--- config.mk ---
export PLATFORM = sky130hd
export DESIGN_NAME = flash_host
export DESIGN_NICKNAME = d
export VERILOG_FILES = /design/src/common/flash_host_pkg.sv /design/src/rtl/flash_host.sv
export SDC_FILE = /design/constraint.sdc
export NUM_CORES = 1
export LEC_CHECK = 0
export ABC_AREA = 1
export ABC_CLOCK_PERIOD_IN_PS = 4400
export BUFFER_PORTS_ARGS = -buffer_cell sky130_fd_sc_hd__buf_4
export CAP_MARGIN = 20
export CORE_MARGIN = 5
export CORE_UTILIZATION = 51
export CTS_CLUSTER_SIZE = 8
export DETAILED_ROUTE_END_ITERATION = 7
export PLACE_DENSITY = 0.81
export SYNTH_ARGS = -nofsm -noshare
export SYNTH_HDL_FRONTEND = slang
export SYNTH_SLANG_ARGS = --single-unit
--- constraint.sdc ---
create_clock -name i_clk_sys -period 4.4 [get_ports i_clk_sys]
set_input_delay 0.88 -clock i_clk_sys [delete_from_list [all_inputs] [get_ports i_clk_sys]]
set_output_delay 0.88 -clock i_clk_sys [all_outputs]
set_load 0.02 [all_outputs]
--- src/common/flash_host_pkg.sv ---
// constants, types and register map of the parallel flash host controller
// assumes a 250 MHz system clock and a flash part wired pin for pin
package flash_host_pkg;

    // ------------------------------------------------------------
    // timing
    // ------------------------------------------------------------
    localparam int CLK_PERIOD_NS = 4;
    localparam int T_WE_LOW_NS = 50;
    localparam int T_READ_ACC_NS = 100;
    localparam int T_RECOVER_NS = 30;
    localparam int T_RESET_WAIT_US = 10;
    localparam int WE_LOW_CYC = (T_WE_LOW_NS + CLK_PERIOD_NS - 1) / CLK_PERIOD_NS;
    localparam int READ_ACC_CYC = (T_READ_ACC_NS + CLK_PERIOD_NS - 1) / CLK_PERIOD_NS;
    localparam int RECOVER_CYC = (T_RECOVER_NS + CLK_PERIOD_NS - 1) / CLK_PERIOD_NS;
    localparam int RESET_WAIT_CYC = (T_RESET_WAIT_US * 1000 + CLK_PERIOD_NS - 1) / CLK_PERIOD_NS;

    // ------------------------------------------------------------
    // register map (byte addresses) and fields
    // ------------------------------------------------------------
    localparam logic [7:0] OFS_CTRL = 8'h00;
    localparam logic [7:0] OFS_CFG = 8'h04;
    localparam logic [7:0] OFS_ADDR = 8'h08;
    localparam logic [7:0] OFS_WDATA = 8'h0c;
    localparam logic [7:0] OFS_RDATA = 8'h10;
    localparam logic [7:0] OFS_STATUS = 8'h14;
    localparam int CFG_WORD_BIT = 0;
    localparam int STAT_BUSY_BIT = 0;
    localparam int STAT_POLL_OK_BIT = 1;
    localparam int STAT_POLL_ERR_BIT = 2;
    localparam int STAT_REFUSED_BIT = 3;
    localparam logic CFG_WORD_RESET = 1'b0;

    // ------------------------------------------------------------
    // flash command set
    // ------------------------------------------------------------
    localparam logic [15:0] UNLOCK1_DATA = 16'h00aa;
    localparam logic [15:0] UNLOCK2_DATA = 16'h0055;
    localparam logic [15:0] RESET_CMD = 16'h00f0;
    localparam logic [15:0] IDENT_CMD = 16'h0090;
    localparam logic [18:0] UNLOCK1_ADDR_BYTE = 19'h0aaaa;
    localparam logic [18:0] UNLOCK1_ADDR_WORD = 19'h05555;
    localparam logic [18:0] UNLOCK2_ADDR_BYTE = 19'h05555;
    localparam logic [18:0] UNLOCK2_ADDR_WORD = 19'h02aaa;
    localparam int ERROR_BIT = 5;
    localparam logic [15:0] DQ_OE_BYTE_WR = 16'h80ff;
    localparam logic [15:0] DQ_OE_BYTE_RD = 16'h8000;
    localparam logic [15:0] DQ_OE_WORD_WR = 16'hffff;

    typedef enum logic [2:0] {
        OP_READ, OP_WRITE, OP_RESET, OP_IDENT, OP_UNLOCK_CMD, OP_POLL
    } flash_op_type;

    typedef struct packed {
        logic [17:0] addr;
        logic ce_n;
        logic oe_n;
        logic we_n;
        logic byte_n;
        logic [15:0] dq;
        logic [15:0] dq_oe;
    } flash_pins_type;

    typedef struct packed {
        logic wr;
        logic last;
        logic [18:0] addr;
        logic [15:0] data;
    } bus_cycle_type;

endpackage

--- src/rtl/flash_host.sv ---
// host controller driving a parallel flash through its strobes and pins
// assumes software on Avalon-MM and flash inputs synchronous to i_clk_sys
//
// Function
// - host ends operation when two consecutive reads match; next read is final.
// - first unlock cycle writes AAh to AAAAh byte-wide, 5555h word-wide.
// - second unlock cycle writes 55h to 5555h byte-wide, 2AAAh word-wide.
// - after read/reset during erase host waits 10us before trusting reads.
// - identify mode entered by unlock pair then 90h at first unlock address.
`timescale 1ns/100ps
module flash_host (
    input wire logic i_clk_sys,
    input wire logic i_sys_rst,
    input wire logic [7:0] i_avs_address,
    input wire logic i_avs_read,
    input wire logic i_avs_write,
    input wire logic [31:0] i_avs_writedata,
    input wire logic [3:0] i_avs_byteenable,
    output logic [31:0] o_avs_readdata,
    output logic o_avs_waitrequest,
    input wire logic [15:0] i_flash_dq,
    output flash_host_pkg::flash_pins_type o_flash
);
    import flash_host_pkg::*;

    typedef enum logic [2:0] {S_IDLE, S_SETUP, S_STROBE, S_RECOVER, S_SETTLE} state_type;

    state_type state_reg, state_next;
    flash_op_type op_reg, op_next;
    flash_pins_type pins_reg, pins_next;
    logic [11:0] cnt_reg, cnt_next;
    logic [1:0] step_reg, step_next;
    logic busy_reg, busy_next;
    logic word_reg, word_next;
    logic [18:0] addr_reg, addr_next;
    logic [15:0] wdata_reg, wdata_next;
    logic [15:0] rdata_reg, rdata_next;
    logic [15:0] prev_reg, prev_next;
    logic have_prev_reg, have_prev_next;
    logic final_reg, final_next;
    logic poll_ok_reg, poll_ok_next;
    logic poll_err_reg, poll_err_next;
    logic repeat_reg, repeat_next;
    logic refused_reg, refused_next;
    logic wait_reg, wait_next;
    logic [31:0] avs_rd_reg, avs_rd_next;
    bus_cycle_type cyc;
    logic [15:0] captured;
    logic [31:0] rd_mux;

    // ------------------------------------------------------------
    // command sequences
    // ------------------------------------------------------------
    function automatic bus_cycle_type step_cycle(flash_op_type op, logic [1:0] step,
                                                 logic word, logic [18:0] a, logic [15:0] d);
        bus_cycle_type c;
        c = '{wr: 1'b1, last: 1'b0, addr: a, data: d};
        if (op == OP_READ || op == OP_POLL) begin
            c.wr = 1'b0;
            c.last = 1'b1;
        end else if (op == OP_WRITE) begin
            c.last = 1'b1;
        end else if (step == 2'd0) begin
            c.addr = word ? UNLOCK1_ADDR_WORD : UNLOCK1_ADDR_BYTE;
            c.data = UNLOCK1_DATA;
        end else if (step == 2'd1) begin
            c.addr = word ? UNLOCK2_ADDR_WORD : UNLOCK2_ADDR_BYTE;
            c.data = UNLOCK2_DATA;
        end else begin
            c.last = 1'b1;
            if (op == OP_RESET) begin
                c.data = RESET_CMD;
            end else if (op == OP_IDENT) begin
                c.addr = word ? UNLOCK1_ADDR_WORD : UNLOCK1_ADDR_BYTE;
                c.data = IDENT_CMD;
            end
        end
        return c;
    endfunction

    function automatic logic [31:0] be_merge(logic [31:0] old, logic [31:0] nw, logic [3:0] be);
        logic [31:0] r;
        r = old;
        for (int i = 0; i < 4; i++) begin
            if (be[i]) begin
                r[i*8 +: 8] = nw[i*8 +: 8];
            end
        end
        return r;
    endfunction

    assign cyc = step_cycle(op_reg, step_reg, word_reg, addr_reg, wdata_reg);
    assign captured = word_reg ? i_flash_dq : {8'h00, i_flash_dq[7:0]};

    always_comb begin
        unique case (i_avs_address)
            OFS_CTRL: rd_mux = {29'h0, op_reg};
            OFS_CFG: rd_mux = {31'h0, word_reg};
            OFS_ADDR: rd_mux = {13'h0, addr_reg};
            OFS_WDATA: rd_mux = {16'h0, wdata_reg};
            OFS_RDATA: rd_mux = {16'h0, rdata_reg};
            OFS_STATUS: rd_mux = {28'h0, refused_reg, poll_err_reg, poll_ok_reg, busy_reg};
            default: rd_mux = 32'h0;
        endcase
    end

    // ------------------------------------------------------------
    // next state
    // ------------------------------------------------------------
    always_comb begin
        logic [31:0] merged;
        merged = 32'h0;
        state_next = state_reg;
        op_next = op_reg;
        pins_next = pins_reg;
        cnt_next = cnt_reg;
        step_next = step_reg;
        busy_next = busy_reg;
        word_next = word_reg;
        addr_next = addr_reg;
        wdata_next = wdata_reg;
        rdata_next = rdata_reg;
        prev_next = prev_reg;
        have_prev_next = have_prev_reg;
        final_next = final_reg;
        poll_ok_next = poll_ok_reg;
        poll_err_next = poll_err_reg;
        repeat_next = repeat_reg;
        refused_next = refused_reg;
        wait_next = wait_reg;
        avs_rd_next = avs_rd_reg;

        // bus slave: one wait cycle, effect at the edge with waitrequest low
        if ((i_avs_read || i_avs_write) && wait_reg) begin
            wait_next = 1'b0;
            avs_rd_next = i_avs_read ? rd_mux : 32'h0;
        end else if ((i_avs_read || i_avs_write) && !wait_reg) begin
            wait_next = 1'b1;
            if (i_avs_write) begin
                unique case (i_avs_address)
                    OFS_CTRL: begin
                        if (i_avs_byteenable[0]) begin
                            if (busy_reg || i_avs_writedata[2:0] > 3'(OP_POLL)) begin
                                refused_next = 1'b1;
                            end else begin
                                op_next = flash_op_type'(i_avs_writedata[2:0]);
                                busy_next = 1'b1;
                                step_next = 2'd0;
                                have_prev_next = 1'b0;
                                final_next = 1'b0;
                                poll_ok_next = 1'b0;
                                poll_err_next = 1'b0;
                                state_next = S_SETUP;
                            end
                        end
                    end
                    OFS_CFG: begin
                        if (!busy_reg && i_avs_byteenable[0]) begin
                            word_next = i_avs_writedata[CFG_WORD_BIT];
                        end
                    end
                    OFS_ADDR: begin
                        merged = be_merge({13'h0, addr_reg}, i_avs_writedata, i_avs_byteenable);
                        addr_next = merged[18:0];
                    end
                    OFS_WDATA: begin
                        merged = be_merge({16'h0, wdata_reg}, i_avs_writedata, i_avs_byteenable);
                        wdata_next = merged[15:0];
                    end
                    OFS_STATUS: begin
                        if (i_avs_byteenable[0] && i_avs_writedata[STAT_REFUSED_BIT]) begin
                            refused_next = 1'b0;
                        end
                    end
                    default: begin
                    end
                endcase
            end
        end
        // a refusal in this very cycle beats the software clear
        if (i_avs_write && !wait_reg && i_avs_address == OFS_CTRL && i_avs_byteenable[0]
            && (busy_reg || i_avs_writedata[2:0] > 3'(OP_POLL))) begin
            refused_next = 1'b1;
        end

        // flash bus cycle engine
        unique case (state_reg)
            S_IDLE: begin
            end
            S_SETUP: begin
                pins_next.ce_n = 1'b0;
                pins_next.byte_n = word_reg;
                pins_next.addr = word_reg ? cyc.addr[17:0] : cyc.addr[18:1];
                pins_next.dq = word_reg ? cyc.data : {cyc.addr[0], 7'h00, cyc.data[7:0]};
                if (cyc.wr) begin
                    pins_next.dq_oe = word_reg ? DQ_OE_WORD_WR : DQ_OE_BYTE_WR;
                    pins_next.we_n = 1'b0;
                end else begin
                    pins_next.dq_oe = word_reg ? 16'h0000 : DQ_OE_BYTE_RD;
                    pins_next.oe_n = 1'b0;
                end
                cnt_next = 12'h0;
                state_next = S_STROBE;
            end
            S_STROBE: begin
                cnt_next = cnt_reg + 12'h1;
                if ((cyc.wr && cnt_reg == 12'(WE_LOW_CYC - 1))
                    || (!cyc.wr && cnt_reg == 12'(READ_ACC_CYC - 1))) begin
                    pins_next.we_n = 1'b1;
                    pins_next.oe_n = 1'b1;
                    cnt_next = 12'h0;
                    state_next = S_RECOVER;
                    repeat_next = 1'b0;
                    if (!cyc.wr) begin
                        rdata_next = captured;
                        prev_next = captured;
                        have_prev_next = 1'b1;
                    end
                    if (!cyc.wr && op_reg == OP_POLL) begin
                        repeat_next = 1'b1;
                        if (final_reg) begin
                            repeat_next = 1'b0;
                            poll_ok_next = 1'b1;
                        end else if (have_prev_reg && captured == prev_reg) begin
                            final_next = 1'b1;
                        end else if (have_prev_reg && captured[ERROR_BIT]
                                     && prev_reg[ERROR_BIT]) begin
                            repeat_next = 1'b0;
                            poll_err_next = 1'b1;
                        end
                    end
                end
            end
            S_RECOVER: begin
                pins_next.ce_n = 1'b1;
                pins_next.dq_oe = 16'h0000;
                cnt_next = cnt_reg + 12'h1;
                if (cnt_reg == 12'(RECOVER_CYC - 1)) begin
                    cnt_next = 12'h0;
                    if (!cyc.last) begin
                        step_next = step_reg + 2'd1;
                        state_next = S_SETUP;
                    end else if (repeat_reg) begin
                        state_next = S_SETUP;
                    end else if (op_reg == OP_RESET) begin
                        state_next = S_SETTLE;
                    end else begin
                        busy_next = 1'b0;
                        state_next = S_IDLE;
                    end
                end
            end
            S_SETTLE: begin
                cnt_next = cnt_reg + 12'h1;
                if (cnt_reg == 12'(RESET_WAIT_CYC - 1)) begin
                    busy_next = 1'b0;
                    state_next = S_IDLE;
                end
            end
        endcase
    end

    // ------------------------------------------------------------
    // registers
    // ------------------------------------------------------------
    always_ff @(posedge i_clk_sys or posedge i_sys_rst) begin
        if (i_sys_rst) begin
            state_reg <= S_IDLE;
            op_reg <= OP_READ;
            pins_reg <= '{addr: 18'h0, ce_n: 1'b1, oe_n: 1'b1, we_n: 1'b1, byte_n: 1'b0,
                          dq: 16'h0, dq_oe: 16'h0};
            cnt_reg <= 12'h0;
            step_reg <= 2'd0;
            busy_reg <= 1'b0;
            word_reg <= CFG_WORD_RESET;
            addr_reg <= 19'h0;
            wdata_reg <= 16'h0;
            rdata_reg <= 16'h0;
            prev_reg <= 16'h0;
            have_prev_reg <= 1'b0;
            final_reg <= 1'b0;
            poll_ok_reg <= 1'b0;
            poll_err_reg <= 1'b0;
            repeat_reg <= 1'b0;
            refused_reg <= 1'b0;
            wait_reg <= 1'b1;
            avs_rd_reg <= 32'h0;
        end else begin
            state_reg <= state_next;
            op_reg <= op_next;
            pins_reg <= pins_next;
            cnt_reg <= cnt_next;
            step_reg <= step_next;
            busy_reg <= busy_next;
            word_reg <= word_next;
            addr_reg <= addr_next;
            wdata_reg <= wdata_next;
            rdata_reg <= rdata_next;
            prev_reg <= prev_next;
            have_prev_reg <= have_prev_next;
            final_reg <= final_next;
            poll_ok_reg <= poll_ok_next;
            poll_err_reg <= poll_err_next;
            repeat_reg <= repeat_next;
            refused_reg <= refused_next;
            wait_reg <= wait_next;
            avs_rd_reg <= avs_rd_next;
        end
    end

    assign o_flash = pins_reg;
    assign o_avs_readdata = avs_rd_reg;
    assign o_avs_waitrequest = wait_reg;
endmodule

Yosys cells after proc, flatten, opt, wreduce, memory -nomap -nowiden:

Cells that the tools add are included.

* flip-flop bits (word level): 166
* output and inout bits: 87
* input bits: 64

* $lt $le $gt $ge: 1
* bitwise gates (word level): 2
* equal/unequal tests: 26
* add/sub/neg operators: 2
* multiplexer cells: 121
* reductions and logical operators: 42

Operators with widths (count)
* $mux W35: 5
* $pmux W19 S6: 1
* $mux W16: 6
* $mux W1: 73
* $pmux W12 S4: 1
* $mux W3: 12
* $mux W32: 1
* $pmux W16 S2: 1
* $mux W15: 2
* $reduce_and A5 Y1: 6
* $mux W12: 2
* $mux W2: 10
* $mux W19: 1
* $mux W18: 1
* $eq A16 B16 Y1: 1
* $eq A8 B4 Y1 const B: 2
* $eq A8 B5 Y1 const B: 2
* $logic_and A1 B1 Y1: 14
* $add A12 B1 Y12 const B: 1
* $eq A12 B12 Y1 const B: 1
* $eq A12 B3 Y1 const B: 1
* $eq A12 B4 Y1 const B: 1
* $eq A12 B5 Y1 const B: 1
* $eq A3 B2 Y1 const B: 4
* other kinds (27): 44

Depth between registers and ports, before layout:

* word-level depth: 14
* gate-level depth with buffers: 12
* depth with buffers taken out: 12

Worst setup path after synthesis:

OpenSTA, ideal clock, no wires.

* kind: in2reg
* from: input port i_avs_address[5]
* to: register wdata_reg[0]
* data arrival time: 1.815 ns
* cell stages on the path: 7
* setup slack: 2.463 ns
* required time: 4.278 ns
* path through: nor2_2 > nand3_2 > nor4_4 > nand2_2 > buf_2 > nand2_1 > o21ai_1

* word-level cells in the longest chain between the ends: 2

Ends and longest elaborated chain
* start, declared: RTL line flash_host.sv:14 `input wire logic [7:0] i_avs_address,`
* $eq A8 B4 Y1: RTL line flash_host.sv:140 `unique case (i_avs_address)`
* $reduce_and A5 Y1 (no source line)
* end signal, assigned: RTL line flash_host.sv:297 `wdata_reg <= wdata_next;`
* end, declared: RTL line flash_host.sv:36 `logic [15:0] wdata_reg, wdata_next;`

Every way passes these cells.
A chain may end at the register's enable or synchronous reset.

Worst setup path after layout:

* from: register word_reg
* to: register pins_reg (netlist bit o_flash[39])

* word-level cells in the longest chain between the ends: 8
* elaborated cells between the ends (all ways): 9
* those cells by class: mux: 9

Ends and longest elaborated chain
* start, declared: RTL line flash_host.sv:34 `logic word_reg, word_next;`
* start signal, assigned: RTL line flash_host.sv:295 `word_reg <= word_next;`
* $mux W16: RTL line flash_host.sv:64, flash_host.sv:74
* $mux W35: RTL line flash_host.sv:73 `end else if (op == OP_IDENT) begin`
* $mux W19: RTL line flash_host.sv:71 `if (op == OP_RESET) begin`
* $mux W35: RTL line flash_host.sv:66 `end else if (step == 2'd1) begin`
* $mux W35: RTL line flash_host.sv:63 `end else if (step == 2'd0) begin`
* $mux W35: RTL line flash_host.sv:61 `end else if (op == OP_WRITE) begin`
* $mux W35: RTL line flash_host.sv:58 `if (op == OP_READ || op == OP_POLL) begin`
* $mux W18 (*): RTL line flash_host.sv:193 `pins_next.addr = word_reg ? cyc.addr[17:0] : cyc.addr[18:1];`
* end signal, assigned: RTL line flash_host.sv:270 `pins_reg <= '{addr: 18'h0, ce_n: 1'b1, oe_n: 1'b1, we_n: 1'b1, byte_n: 1'b0,`
* end signal, assigned: RTL line flash_host.sv:291 `pins_reg <= pins_next;`
* end, declared: RTL line flash_host.sv:30 `flash_pins_type pins_reg, pins_next;`

Mark *: on every way between the ends. The rest lies on a longest branch, timed or not.

==> key figures <==
Clock network
  • # hold bufs at CTS: 0
  • CTS resizes: 0
  • CTS buffer count: 17
  • Worst-case clock buffer depth: 2
  • Clock root buffer master: clkbuf_16
  • CTS sink cnt: 140
  • H-Tree Level Count: 4
  • CTS clk-pin slew, worst paths: 0.05 ns
  • Worst-skew pair later-pin latency: 0.42 ns
  • Postcts setup bufs: 0
  • CTS tree: done

Power
  • Power Density: 353 nW/um^2
  • Leakage: 4.92 nW
  • Max rail drop VDD: 0.311 mV
  • Power Total: 3.25 mW

STA
  • Worst Skew: 0.00638 ns
  • Worst setup margin: between 2 and 2.5 ns
  • Maximum clock frequency: 418 MHz
  • Slew Limit Fails: 0
  • Final setup viols: 0
  • Worst Tran Pin Value: between 1 and 1.5 ns
  • RSZ-0062 raised after global routing: false
  • Final count of hold timing violations: 0
  • Setup TNS: 0 ns
  • Fin crit period: 2.39 ns
  • Final worst path period share: 54.4%
  • Final hold slack: 0.470 ns
  • Slew HR: 29.8%

Cells and area
  • Layout Utilization: 61.3%
  • Fill count: 1,303
  • Area grow syn2layout: 19.1%
  • Non-filler cells, final: around 1,300
  • # nets final: 1,201
  • Layout cells sized above 1: 20.9%
  • Max reg flops: 41
  • Area of the multi-input gates: 3440 um^2
  • Register area: 3510 um^2
  • Finished Cell Area: 9220 um^2
  • Antenna Cells: 0

Synth
  • Synth warnings: 0
  • Register area share after synthesis: 45.3%
  • Cell taking the most area after synthesis: dfrtp_1
  • Syn Area/Cell: 7.52 um^2
  • Mapped cell area: ~7700 um^2
  • Flops & latches, synth: 140
  • Top_reg_cell synth: dfrtp_1
  • EDFF count, synth: 0
  • Share of the synthesized area in the top cell type: ~44%
  • Distinct cells, synth: 39
  • Synthesized netlist cell count: roughly 1,000
  • Area contributors post-synth: dfrtp_1, nand2_1, nand3_1
  • Synth async-reset ratio: 100%

Floorplanning
  • Die H: 133 um
  • Core Rows: 45
  • Starting density of the core: 51.5%
  • Die Area: 17,700 um^2
  • Die extent in x: 133 um
  • Core region area: 15,000 um^2
  • IO Pins: ~150

Place
  • IO buf count: 123
  • Post-Place Cells: 1,302
  • Post-place setup slack: around 1.9 ns
  • Post-DP HPWL: 14,900 um
  • Routability-driven placement congestion ratio: 0.912
  • DP Area: 8630 um^2

Worst setup path
  • Crit. Startpoint: word_reg$_DFFE_PP0P_
  • Path depth of the worst reg2reg path: 7
  • Reg2reg setup slack: 2.01 ns
  • CP max FO: 19
  • Worst setup EP type: register
  • Critical path class: reg -> reg
  • Setup crit start kind: register
  • Reg2Reg Launch Point: word_reg$_DFFE_PP0P_
  • RR Endpoint: o_flash[39]$_DFFE_PP0P_
  • CP required: 4.69 ns
  • CP endpoint: o_flash[39]$_DFFE_PP0P_
  • Data arrival, critical path: 2.69 ns

Worst hold path
  • Hold Crit Class: reg -> reg

Global routing
  • GRT Resource Usage Total: about 23%
  • Vias in the first global route: 6,673
  • Overflow after GRT: 0
  • First-pass GRT wire length: ~33,000 um
  • Pin count of the biggest net entering global routing: 82
  • Initial antenna violation count: 0

Flow run
  • Max Cap Viol: 0

Detailed routing
  • DR vias: 7,133
  • Total Wirelength: 20,100 um
  • # DRC: 0
  • Routed WL per cell: 15.1 um
  • DR vias/cell: roughly 5.4
  • Initial DRC Count: ~770
  • Routed Antenna Nets: 0
  • Pre-antenna DRT Iters: 5

Outcome
  • Status: completed
[how the worst min path moves through the flow]
stage	from	end	slack [ns]	cells past startpoint
2_1_floorplan	poll_err_reg$_DFF_PP0_	poll_err_reg$_DFF_PP0_	0.45	2
5_1_grt	o_flash[34]$_DFFE_PP1P_	o_flash[34]$_DFFE_PP1P_	0.49	2
3_3_place_gp	o_flash[34]$_DFFE_PP1P_	o_flash[34]$_DFFE_PP1P_	0.45	2
3_5_place_dp	o_flash[33]$_DFFE_PP1P_	o_flash[33]$_DFFE_PP1P_	0.46	2
4_1_cts	o_flash[33]$_DFFE_PP1P_	o_flash[33]$_DFFE_PP1P_	0.47	2
6_report	o_flash[33]$_DFFE_PP1P_	o_flash[33]$_DFFE_PP1P_	0.47	2
[layout make-up]
cell class	instances	area share, %
flip-flops and latches	140	38.1
multi-input cells	721	37.3
repair buffers	127	10.5
clock buffers	24	5.22
inverters	126	5.17
well taps	188	2.55
clock inverters	7	1.22
[cells in the final DEF (no fill, tap or decap), types with 13 or more instances in the layout]
cell type and instances:
buf_4 126, clkbuf_16 17, conb_1 13, dfrtp_1 136, inv_1 98, inv_2 25, nand2_1 359, nand2_2 13
nand3_1 88, nor2_1 48, nor3_1 13, o211ai_1 13, o21ai_0 29, o21ai_1 59, o21ai_2 22
[per-layer routing]
| layer | part of all wire (%) | wire, um | GRT usage (%) |
|---|---|---|---|
| met5 | 0 | 0 | 0 |
| met4 | 1.8 | 365 | 7.66 |
| met3 | 8.6 | 1740 | 5.59 |
| met2 | 45 | 9120 | 35.0 |
| met1 | 44 | 8880 | 32.8 |
[power breakdown]
part / total, mW / leakage (nW) / switching [mW] / internal [mW]
Sequential: 1.38 / 1.82 / 0.0454 / 1.34
Combinational: 0.415 / 2.81 / 0.285 / 0.130
Clock: 1.45 / 0.290 / 0.525 / 0.930
[cells by family (layout without fill, tap and decap cells)]
group                    count (synthesis)  count (layout)  share of synthesized area (%)
AO/OA/AOI/OAI                          142             142                           11.2
XOR/XNOR                                 8               8                          0.905
adder cells (fa/ha/maj)                  4               4                          0.647
buffers and inverters                  180             284                           10.8
flip-flops                             140             140                           45.3
other                                    1              13                         0.0485
AND/OR/NAND/NOR                        554             554                           31.0
[critical path: stages, from the launching register on]
cell	delay, ns
dfrtp_1	0.79
inv_2	0.12
a21oi_1	0.83
nand2_1	0.17
nand2_1	0.11
nand2_1	0.09
nand2_1	0.07
nand3_1	0.08
[cells in the mapped netlist (3+ instances only)]
cell,number
a21oi_1,7
a2bb2oi_1,5
a32o_1,3
buf_2,17
buf_4,29
buf_6,4
clkbuf_1,4
dfrtp_1,136
dfstp_2,4
ha_1,4
inv_1,99
inv_2,25
nand2_1,359
nand2_2,13
nand3_1,88
nand3_2,5
nand4_1,11
nor2_1,48
nor2_2,5
nor3_1,13
nor3_2,3
o211ai_1,13
o21ai_0,29
o21ai_1,59
o21ai_2,22
xor2_1,6
No activity file was read; power rests on OpenSTA's default activity.
